`config.mk`:
```
export PLATFORM = sky130hd
export DESIGN_NAME = bbnio_regs
export DESIGN_NICKNAME = d
export VERILOG_FILES = /design/src/logic/bbnio_regs.v
export VERILOG_INCLUDE_DIRS = /design/src /design/src/logic
export SDC_FILE = /design/constraint.sdc
export NUM_CORES = 1
export LEC_CHECK = 0
export BUFFER_PORTS_ARGS = -buffer_cell sky130_fd_sc_hd__buf_2
export CELL_PAD_IN_SITES_DETAIL_PLACEMENT = 0
export CELL_PAD_IN_SITES_GLOBAL_PLACEMENT = 1
export CORE_UTILIZATION = 44
export CTS_CLUSTER_SIZE = 30
export DETAILED_ROUTE_END_ITERATION = 10
export HOLD_SLACK_MARGIN = 0.15
export PLACE_DENSITY_LB_ADDON = 0.12
export RECOVER_POWER = 25
export SETUP_SLACK_MARGIN = 0.02
export SYNTH_ARGS = -nofsm -noshare
export SYNTH_HDL_FRONTEND = slang
export SYNTH_HIERARCHICAL = 1
export SYNTH_SLANG_ARGS = --single-unit
export TNS_END_PERCENT = 100
```
`constraint.sdc`:
```
create_clock -name clk_i -period 4.9 [get_ports clk_i]
set_input_delay 0.49 -clock clk_i [delete_from_list [all_inputs] [get_ports clk_i]]
set_output_delay 0.49 -clock clk_i [all_outputs]
set_load 0.005 [all_outputs]
```
`src/logic/bbnio_defs.vh`:
```
// Contract
// - Primary bus number RW bits 7:0, preloadable
// - Secondary bus number RW bits 15:8
// - Subordinate bus number RW bits 23:16
// - Forward mode latency timer RW, PCI-X 40h
// - Reverse mode latency timer reads zero
// - I/O capability nibbles read constant 1h
// - Base bits 15:12, low bits zero
// - Limit bits 15:12, low bits all ones
// - Decode 32 bits using upper register
// - Primary address inside window goes downstream
// - Limit below base forwards nothing downstream
// - Limit below base forwards everything upstream
`ifndef BBNIO_DEFS_VH
`define BBNIO_DEFS_VH
`define BBNIO_OFS_BUSNUM    8'h18
`define BBNIO_OFS_IOWIN     8'h1c
`define BBNIO_OFS_IOUPPER   8'h30
`define BBNIO_IO_CAP        4'h1
`define BBNIO_LAT_PCIX_RST  8'h40
`define BBNIO_LAT_PCI_RST   8'h00
`define BBNIO_BASE_LOW      12'h000
`define BBNIO_LIMIT_LOW     12'hfff
`define BBNIO_LAT_REV       8'h00
`define BBNIO_BUS_RST       8'h00
`define BBNIO_NIB_RST       4'h0
`define BBNIO_UP_RST        8'h00
`define BBNIO_ACK_RST       1'b0
`define BBNIO_RD_ZERO       32'h0000_0000
`define BBNIO_STAT_PAD      16'h0000
`define BBNIO_PRI_F         7:0
`define BBNIO_SEC_F         15:8
`define BBNIO_SUB_F         23:16
`define BBNIO_LAT_F         31:24
`define BBNIO_BASE_F        7:4
`define BBNIO_LIMIT_F       15:12
`define BBNIO_BUP_LO_F      7:0
`define BBNIO_BUP_HI_F      15:8
`define BBNIO_LUP_LO_F      23:16
`define BBNIO_LUP_HI_F      31:24
`define BBNIO_LANE0         0
`define BBNIO_LANE1         1
`define BBNIO_LANE2         2
`define BBNIO_LANE3         3
`endif

```
`src/logic/bbnio_regs.v`:
```
// Added by the designer: the Wishbone register port.
`timescale 1ns/10ps
`include "bbnio_defs.vh"
module bbnio_field #(
   parameter W = 8
) (
   input  wire         clk_i,
   input  wire         rst_i,
   input  wire         ce_i,
   input  wire [W-1:0] rst_val_i,
   input  wire         ld_i,
   input  wire [W-1:0] d_i,
   output wire [W-1:0] q_o
);
   reg  [W-1:0] val_q;
   reg  [W-1:0] val_d;
   // Holds unless loaded; reset value may depend on mode pins
   always @* begin
      val_d = val_q;
      if (ld_i) begin
         val_d = d_i;
      end
   end
   always @(posedge clk_i) begin
      if (rst_i) begin
         val_q <= rst_val_i;
      end else if (ce_i) begin
         val_q <= val_d;
      end
   end
   assign q_o = val_q;
endmodule // bbnio_field

module bbnio_regs (
   input  wire        clk_i,
   input  wire        rst_i,
   input  wire        ce_i,
   input  wire        reverse_mode_i,
   input  wire        pcix_mode_i,
   input  wire        ee_load_i,
   input  wire [7:0]  ee_addr_i,
   input  wire [31:0] ee_data_i,
   input  wire        wb_cyc_i,
   input  wire        wb_stb_i,
   input  wire        wb_we_i,
   input  wire [7:0]  wb_adr_i,
   input  wire [3:0]  wb_sel_i,
   input  wire [31:0] wb_dat_i,
   output reg  [31:0] wb_dat_o,
   output reg         wb_ack_o,
   input  wire [31:0] pri_io_addr_i,
   input  wire [31:0] sec_io_addr_i,
   output wire        fwd_down_o,
   output wire        fwd_up_o,
   output wire        window_valid_o
);
   // Bus request decode
   wire        req;
   wire        wr;
   wire        wr_ok;
   wire        ee_bus;
   wire        ee_win;
   wire        wr_bus;
   wire        wr_win;
   wire        wr_up;
   // Field load strobes
   wire        ld_pri;
   wire        ld_sec;
   wire        ld_sub;
   wire        ld_lat;
   wire        ld_base;
   wire        ld_limit;
   wire        ld_base_lo;
   wire        ld_base_hi;
   wire        ld_limit_lo;
   wire        ld_limit_hi;
   // Field next values
   wire [7:0]  d_pri;
   wire [7:0]  d_sec;
   wire [7:0]  d_sub;
   wire [7:0]  d_lat;
   wire [3:0]  d_base;
   wire [3:0]  d_limit;
   // Field contents
   wire [7:0]  pri_bus;
   wire [7:0]  sec_bus;
   wire [7:0]  sub_bus;
   wire [7:0]  sec_lat;
   wire [3:0]  io_base;
   wire [3:0]  io_limit;
   wire [7:0]  base_up_lo;
   wire [7:0]  base_up_hi;
   wire [7:0]  limit_up_lo;
   wire [7:0]  limit_up_hi;
   // Window decode
   wire [7:0]  lat_rst;
   wire [7:0]  lat_rd;
   wire [31:0] base_addr;
   wire [31:0] limit_addr;
   wire        valid_d;
   wire        down_d;
   wire        up_d;
   reg  [31:0] rd_d;
   reg         valid_q;
   reg         down_q;
   reg         up_q;

   // Preload wins over a bus write in the same cycle
   assign req    = wb_cyc_i & wb_stb_i & ~wb_ack_o;
   assign wr     = req & wb_we_i;
   assign wr_ok  = wr & ~ee_load_i;
   assign ee_bus = ee_load_i & (ee_addr_i == `BBNIO_OFS_BUSNUM);
   assign ee_win = ee_load_i & (ee_addr_i == `BBNIO_OFS_IOWIN);
   assign wr_bus = wr_ok & (wb_adr_i == `BBNIO_OFS_BUSNUM);
   assign wr_win = wr_ok & (wb_adr_i == `BBNIO_OFS_IOWIN);
   assign wr_up  = wr_ok & (wb_adr_i == `BBNIO_OFS_IOUPPER);

   // Byte lanes select fields; reverse mode locks the timer
   assign ld_pri      = ee_bus | (wr_bus & wb_sel_i[`BBNIO_LANE0]);
   assign ld_sec      = ee_bus | (wr_bus & wb_sel_i[`BBNIO_LANE1]);
   assign ld_sub      = ee_bus | (wr_bus & wb_sel_i[`BBNIO_LANE2]);
   assign ld_lat      = ~reverse_mode_i & (ee_bus | (wr_bus & wb_sel_i[`BBNIO_LANE3]));
   assign ld_base     = ee_win | (wr_win & wb_sel_i[`BBNIO_LANE0]);
   assign ld_limit    = ee_win | (wr_win & wb_sel_i[`BBNIO_LANE1]);
   assign ld_base_lo  = wr_up & wb_sel_i[`BBNIO_LANE0];
   assign ld_base_hi  = wr_up & wb_sel_i[`BBNIO_LANE1];
   assign ld_limit_lo = wr_up & wb_sel_i[`BBNIO_LANE2];
   assign ld_limit_hi = wr_up & wb_sel_i[`BBNIO_LANE3];

   // Preload data or bus data
   assign d_pri   = ee_bus ? ee_data_i[`BBNIO_PRI_F] : wb_dat_i[`BBNIO_PRI_F];
   assign d_sec   = ee_bus ? ee_data_i[`BBNIO_SEC_F] : wb_dat_i[`BBNIO_SEC_F];
   assign d_sub   = ee_bus ? ee_data_i[`BBNIO_SUB_F] : wb_dat_i[`BBNIO_SUB_F];
   assign d_lat   = ee_bus ? ee_data_i[`BBNIO_LAT_F] : wb_dat_i[`BBNIO_LAT_F];
   assign d_base  = ee_win ? ee_data_i[`BBNIO_BASE_F] : wb_dat_i[`BBNIO_BASE_F];
   assign d_limit = ee_win ? ee_data_i[`BBNIO_LIMIT_F] : wb_dat_i[`BBNIO_LIMIT_F];

   // Timer reset value and read view by mode
   assign lat_rst    = pcix_mode_i ? `BBNIO_LAT_PCIX_RST : `BBNIO_LAT_PCI_RST;
   assign lat_rd     = reverse_mode_i ? `BBNIO_LAT_REV : sec_lat;
   assign base_addr  = {base_up_hi, base_up_lo, io_base, `BBNIO_BASE_LOW};
   assign limit_addr = {limit_up_hi, limit_up_lo, io_limit, `BBNIO_LIMIT_LOW};

   // Inclusive window over all 32 address bits
   assign valid_d = (limit_addr >= base_addr);
   assign down_d  = valid_d & (pri_io_addr_i >= base_addr)
                    & (pri_io_addr_i <= limit_addr);
   assign up_d    = ~valid_d | (sec_io_addr_i < base_addr)
                    | (sec_io_addr_i > limit_addr);

   // Read data; unmapped offsets read as zero
   always @* begin
      case (wb_adr_i)
         `BBNIO_OFS_BUSNUM: begin
            rd_d = {lat_rd, sub_bus, sec_bus, pri_bus};
         end
         `BBNIO_OFS_IOWIN: begin
            rd_d = {`BBNIO_STAT_PAD, io_limit, `BBNIO_IO_CAP, io_base, `BBNIO_IO_CAP};
         end
         `BBNIO_OFS_IOUPPER: begin
            rd_d = {limit_up_hi, limit_up_lo, base_up_hi, base_up_lo};
         end
         default: begin
            rd_d = `BBNIO_RD_ZERO;
         end
      endcase
   end

   // One-cycle ack; read data held until the next request
   always @(posedge clk_i) begin
      if (rst_i) begin
         wb_ack_o <= `BBNIO_ACK_RST;
         wb_dat_o <= `BBNIO_RD_ZERO;
      end else if (ce_i) begin
         wb_ack_o <= req;
         if (req) begin
            wb_dat_o <= rd_d;
         end
      end
   end

   // Forwarding decisions are registered, one cycle behind the addresses
   always @(posedge clk_i) begin
      if (ce_i) begin
         valid_q <= valid_d;
         down_q  <= down_d;
         up_q    <= up_d;
      end
   end
   assign window_valid_o = valid_q;
   assign fwd_down_o     = down_q;
   assign fwd_up_o       = up_q;

   bbnio_field #(
      .W (8)
   ) pri_bus_i (
      .clk_i     (clk_i),
      .rst_i     (rst_i),
      .ce_i      (ce_i),
      .rst_val_i (`BBNIO_BUS_RST),
      .ld_i      (ld_pri),
      .d_i       (d_pri),
      .q_o       (pri_bus)
   );

   bbnio_field #(
      .W (8)
   ) sec_bus_i (
      .clk_i     (clk_i),
      .rst_i     (rst_i),
      .ce_i      (ce_i),
      .rst_val_i (`BBNIO_BUS_RST),
      .ld_i      (ld_sec),
      .d_i       (d_sec),
      .q_o       (sec_bus)
   );

   bbnio_field #(
      .W (8)
   ) sub_bus_i (
      .clk_i     (clk_i),
      .rst_i     (rst_i),
      .ce_i      (ce_i),
      .rst_val_i (`BBNIO_BUS_RST),
      .ld_i      (ld_sub),
      .d_i       (d_sub),
      .q_o       (sub_bus)
   );

   bbnio_field #(
      .W (8)
   ) sec_lat_i (
      .clk_i     (clk_i),
      .rst_i     (rst_i),
      .ce_i      (ce_i),
      .rst_val_i (lat_rst),
      .ld_i      (ld_lat),
      .d_i       (d_lat),
      .q_o       (sec_lat)
   );

   bbnio_field #(
      .W (4)
   ) io_base_i (
      .clk_i     (clk_i),
      .rst_i     (rst_i),
      .ce_i      (ce_i),
      .rst_val_i (`BBNIO_NIB_RST),
      .ld_i      (ld_base),
      .d_i       (d_base),
      .q_o       (io_base)
   );

   bbnio_field #(
      .W (4)
   ) io_limit_i (
      .clk_i     (clk_i),
      .rst_i     (rst_i),
      .ce_i      (ce_i),
      .rst_val_i (`BBNIO_NIB_RST),
      .ld_i      (ld_limit),
      .d_i       (d_limit),
      .q_o       (io_limit)
   );

   bbnio_field #(
      .W (8)
   ) base_up_lo_i (
      .clk_i     (clk_i),
      .rst_i     (rst_i),
      .ce_i      (ce_i),
      .rst_val_i (`BBNIO_UP_RST),
      .ld_i      (ld_base_lo),
      .d_i       (wb_dat_i[`BBNIO_BUP_LO_F]),
      .q_o       (base_up_lo)
   );

   bbnio_field #(
      .W (8)
   ) base_up_hi_i (
      .clk_i     (clk_i),
      .rst_i     (rst_i),
      .ce_i      (ce_i),
      .rst_val_i (`BBNIO_UP_RST),
      .ld_i      (ld_base_hi),
      .d_i       (wb_dat_i[`BBNIO_BUP_HI_F]),
      .q_o       (base_up_hi)
   );

   bbnio_field #(
      .W (8)
   ) limit_up_lo_i (
      .clk_i     (clk_i),
      .rst_i     (rst_i),
      .ce_i      (ce_i),
      .rst_val_i (`BBNIO_UP_RST),
      .ld_i      (ld_limit_lo),
      .d_i       (wb_dat_i[`BBNIO_LUP_LO_F]),
      .q_o       (limit_up_lo)
   );

   bbnio_field #(
      .W (8)
   ) limit_up_hi_i (
      .clk_i     (clk_i),
      .rst_i     (rst_i),
      .ce_i      (ce_i),
      .rst_val_i (`BBNIO_UP_RST),
      .ld_i      (ld_limit_hi),
      .d_i       (wb_dat_i[`BBNIO_LUP_HI_F]),
      .q_o       (limit_up_hi)
   );
endmodule // bbnio_regs

```
==> out/metrics.yaml <==
outcome: "finished clean"
viasPerCell: 5.51
power.density_nw_per_um2: 243
num_io_pins: 193
vias: 6436
max_freq_mhz: 343
hold_viol: 0
synthAdderAreaFrac: 0.156
drc_errors: 0
critPathMaxStageDelay_ps: 880
fin_tns_setup_ps: 0
antenna_found_initial: 1
drtAntennaViolNets: 0
finalCritPeriodShare: 0.595
worst_hold_path_type: "reg -> reg"
n_antenna_cell: 0
cp_max_fo: 19
clockBufferDepth: 2
io_buffer_count: 192
grt_setup_unrepaired: "false"
cp_data_required_time_ps: 5160
setup_ws_ps: 1990
synthTopCellsByArea: "edfxtp_1 (29%), ha_1 (16%), mux2_4 (12%), dfxtp_1 (8.4%), mux2_2 (5.6%)"
pre_cts_ws_ps: 1870
start_util: 0.453
setup_viol: 0
post_synth_xor_area_fraction: 0
post-route-min-period_ps: 2910
grt_max_degree: 51
slew_violations: 0
critPathSlowestCell: "nand4b_1"
hpwl_um: 18300
ir_worst_vdd_v: 0.000160
r2r_cells: 4
max_slew.worst_pin.slew_ps: 1330
drtPass1Iterations: 7
cts_tree: "built"
rows: 48
wl_per_cell_um: 18.9
end_kind: "flop"
syn_avg_cell_area_um2: 11.4
cp.arrival_ps: 3180
gr-total-overflow: 0
path_class: "in -> reg"
core_area_um2: 17400
clk-insertion-delay-late_ps: 340
synth_top_area_cell: "edfxtp_1"
ys_seq_area_frac: 0.371
track_usage: 0.243
max_slew_margin: 0.112
drt-initial-drc-count: 296
place_congestion: 0.896
synth_mux_area_frac: 0.191
numCtsBuffers: 9
design.die.area_um2: 18400
synth_top_family_by_area: "multiplexers"
cts-resized-gates: 0
cts-root-buf: "clkbuf_16"
synth_cells: 689
cts.htree.levels: 3
fin_nets: 1195
path_buf_inv: 1
yosys_warnings: 6
post_dp_cell_area_um2: 9220
start_kind: "primary input"
wl_um: 22100
synth_compound_area_frac: 0.141
die_w_um: 136
synth-simple-area-share: 0.0992
critPathTopFamily: "simple AND/OR/NAND/NOR gates"
leakagePower_nw: 4.30
min_from: "wb_dat_o[30]"
cp-startpoint: "ce_i"
ys_ff_latch: 108
cts_hold_buf: 0
die_y_um: 136
synth_cell_type_count: 59
grt_pass1_vias: 6295
synth_top_area_share: 0.287
clk_pin_slew_ps: 60
synth-edff-count: 75
rrSetupSlack_ps: 2380
grt_pass1_wl_um: 33500
clock_sinks: 108
drive_gt1_frac: 0.308
crit_chain: "clkbuf_1 -> nand4b_1 -> nor2_2 -> o21a_4 -> nand2b_2 -> o21ai_1"
fill_cells: 1594
worstHoldEndpoint: "wb_dat_o[30]"
cap_violations: 0
cts_setup_buffers: 0
holdPathStages: 2
synth_area_um2: 7860
r2r_start: "wb_ack_o"
clock_skew_ps: 5.93
r2r_end: "wb_dat_o[31]"
synth_ff_type: "edfxtp_1"
area_delta_synth_final_pct: 19.8
final_cell_area_um2: 9410
synthArstFlopShare: 0
## logic make-up (layout without fill, tap and decap cells)
family	count (synthesis)	after routing
buffers and inverters	65	250
other	1	71
AO/OA/AOI/OAI	159	159
flip-flops	108	108
multiplexers	112	112
adder cells (fa/ha/maj)	98	98
AND/OR/NAND/NOR	146	146
## final cells by class
class / instances / area [um2] / area share
Tap cell: 225 / 282 / 0.0299
Clock inverter: 2 / 10.0 / 0.00106
Inverter: 40 / 150 / 0.0159
Multi-Input combinational cell: 586 / 4830 / 0.513
Sequential cell: 108 / 2910 / 0.309
Timing Repair Buffer: 195 / 955 / 0.101
Clock buffer: 13 / 272 / 0.0288
## sequential cells by signal, summed over array words and instances (netlist names)
register and cells:
io_limit_i/q_o 4, base_up_hi_i/q_o 8, wb_dat_o 32, sec_bus_i/q_o 8, pri_bus_i/q_o 8, fwd_down_o 1, sec_lat_i/q_o 8, fwd_up_o 1
base_up_lo_i/q_o 8, window_valid_o 1, limit_up_lo_i/q_o 8, io_base_i/q_o 4, wb_ack_o 1, sub_bus_i/q_o 8, limit_up_hi_i/q_o 8
## layout by cell type (no fill, tap or decap), types with 4 or more instances in the layout
cell / netlist / final
conb_1: 1 / 71
inv_1: 40 / 40
buf_4: 1 / 4
o21ai_0: 10 / 10
mux2_2: 39 / 39
a21o_1: 10 / 10
nand3_1: 14 / 14
mux2_1: 9 / 24
clkbuf_1: 7 / 27
nor2b_1: 4 / 4
clkbuf_16: 0 / 10
nand2b_1: 4 / 4
edfxtp_1: 75 / 75
buf_2: 8 / 166
a22o_1: 15 / 15
a21o_2: 10 / 10
nand4_1: 21 / 21
ha_1: 98 / 98
a222oi_1: 8 / 8
a22oi_1: 24 / 24
mux2_4: 64 / 49
o21ai_1: 21 / 21
nor4_1: 7 / 7
dfxtp_1: 33 / 33
nand2_1: 44 / 44
nor2_1: 30 / 30
a21oi_1: 35 / 35
## per-layer routing
layer	vias to the layer above	part of all wire	global-route usage
li1	3099	-	-
met4	2	0.030	0.0936
met5	-	0.00050	0
met2	246	0.46	0.409
met3	37	0.058	0.0303
met1	3052	0.45	0.317
## worst reg2reg max path: cells and delay by family (launching register included)
family	cells	cell delay, ps
AOI/OAI and AO/OA	1	120
DFF	1	430
and+or+nand+nor	3	1910
## worst max path at each step
| stage | to | slack [ps] | depth (start not counted) |
|---|---|---|---|
| after global placement | limit_up_lo_i/q_o[2] | 1920 | 6 |
| after global routing | wb_dat_o[12] | 1770 | 6 |
| after floorplan | sec_bus_i/q_o[5] | 2580 | 6 |
| after CTS | limit_up_lo_i/q_o[5] | 2230 | 6 |
| after detailed placement | limit_up_lo_i/q_o[2] | 1870 | 6 |
| final | wb_dat_o[12] | 1990 | 6 |
## power by group
| group | internal, mW | total [mW] | switching (mW) |
|---|---|---|---|
| Combinational | 0.241 | 0.515 | 0.274 |
| Clock | 0.385 | 0.684 | 0.298 |
| Sequential | 1.05 | 1.09 | 0.0412 |
## synthesized netlist by cell type, types with 14 or more instances
| library cell | n |
|---|---|
| a21oi_1 | 35 |
| a22o_1 | 15 |
| a22oi_1 | 24 |
| dfxtp_1 | 33 |
| edfxtp_1 | 75 |
| ha_1 | 98 |
| inv_1 | 40 |
| mux2_2 | 39 |
| mux2_4 | 64 |
| nand2_1 | 44 |
| nand3_1 | 14 |
| nand4_1 | 21 |
| nor2_1 | 30 |
| o21ai_1 | 21 |
## per-stage QoR
stage	util	cells	hold WS, ps	power, mW
2_1_floorplan	-	759	446	1.42
3_3_place_gp	0.531	1154	438	1.61
3_5_place_dp	0.531	1154	439	1.63
4_1_cts	0.547	1169	448	2.31
5_1_grt	0.542	1169	445	2.41
6_report	0.542	1169	445	2.29
Note: power is estimated with default switching activity, not from simulation.
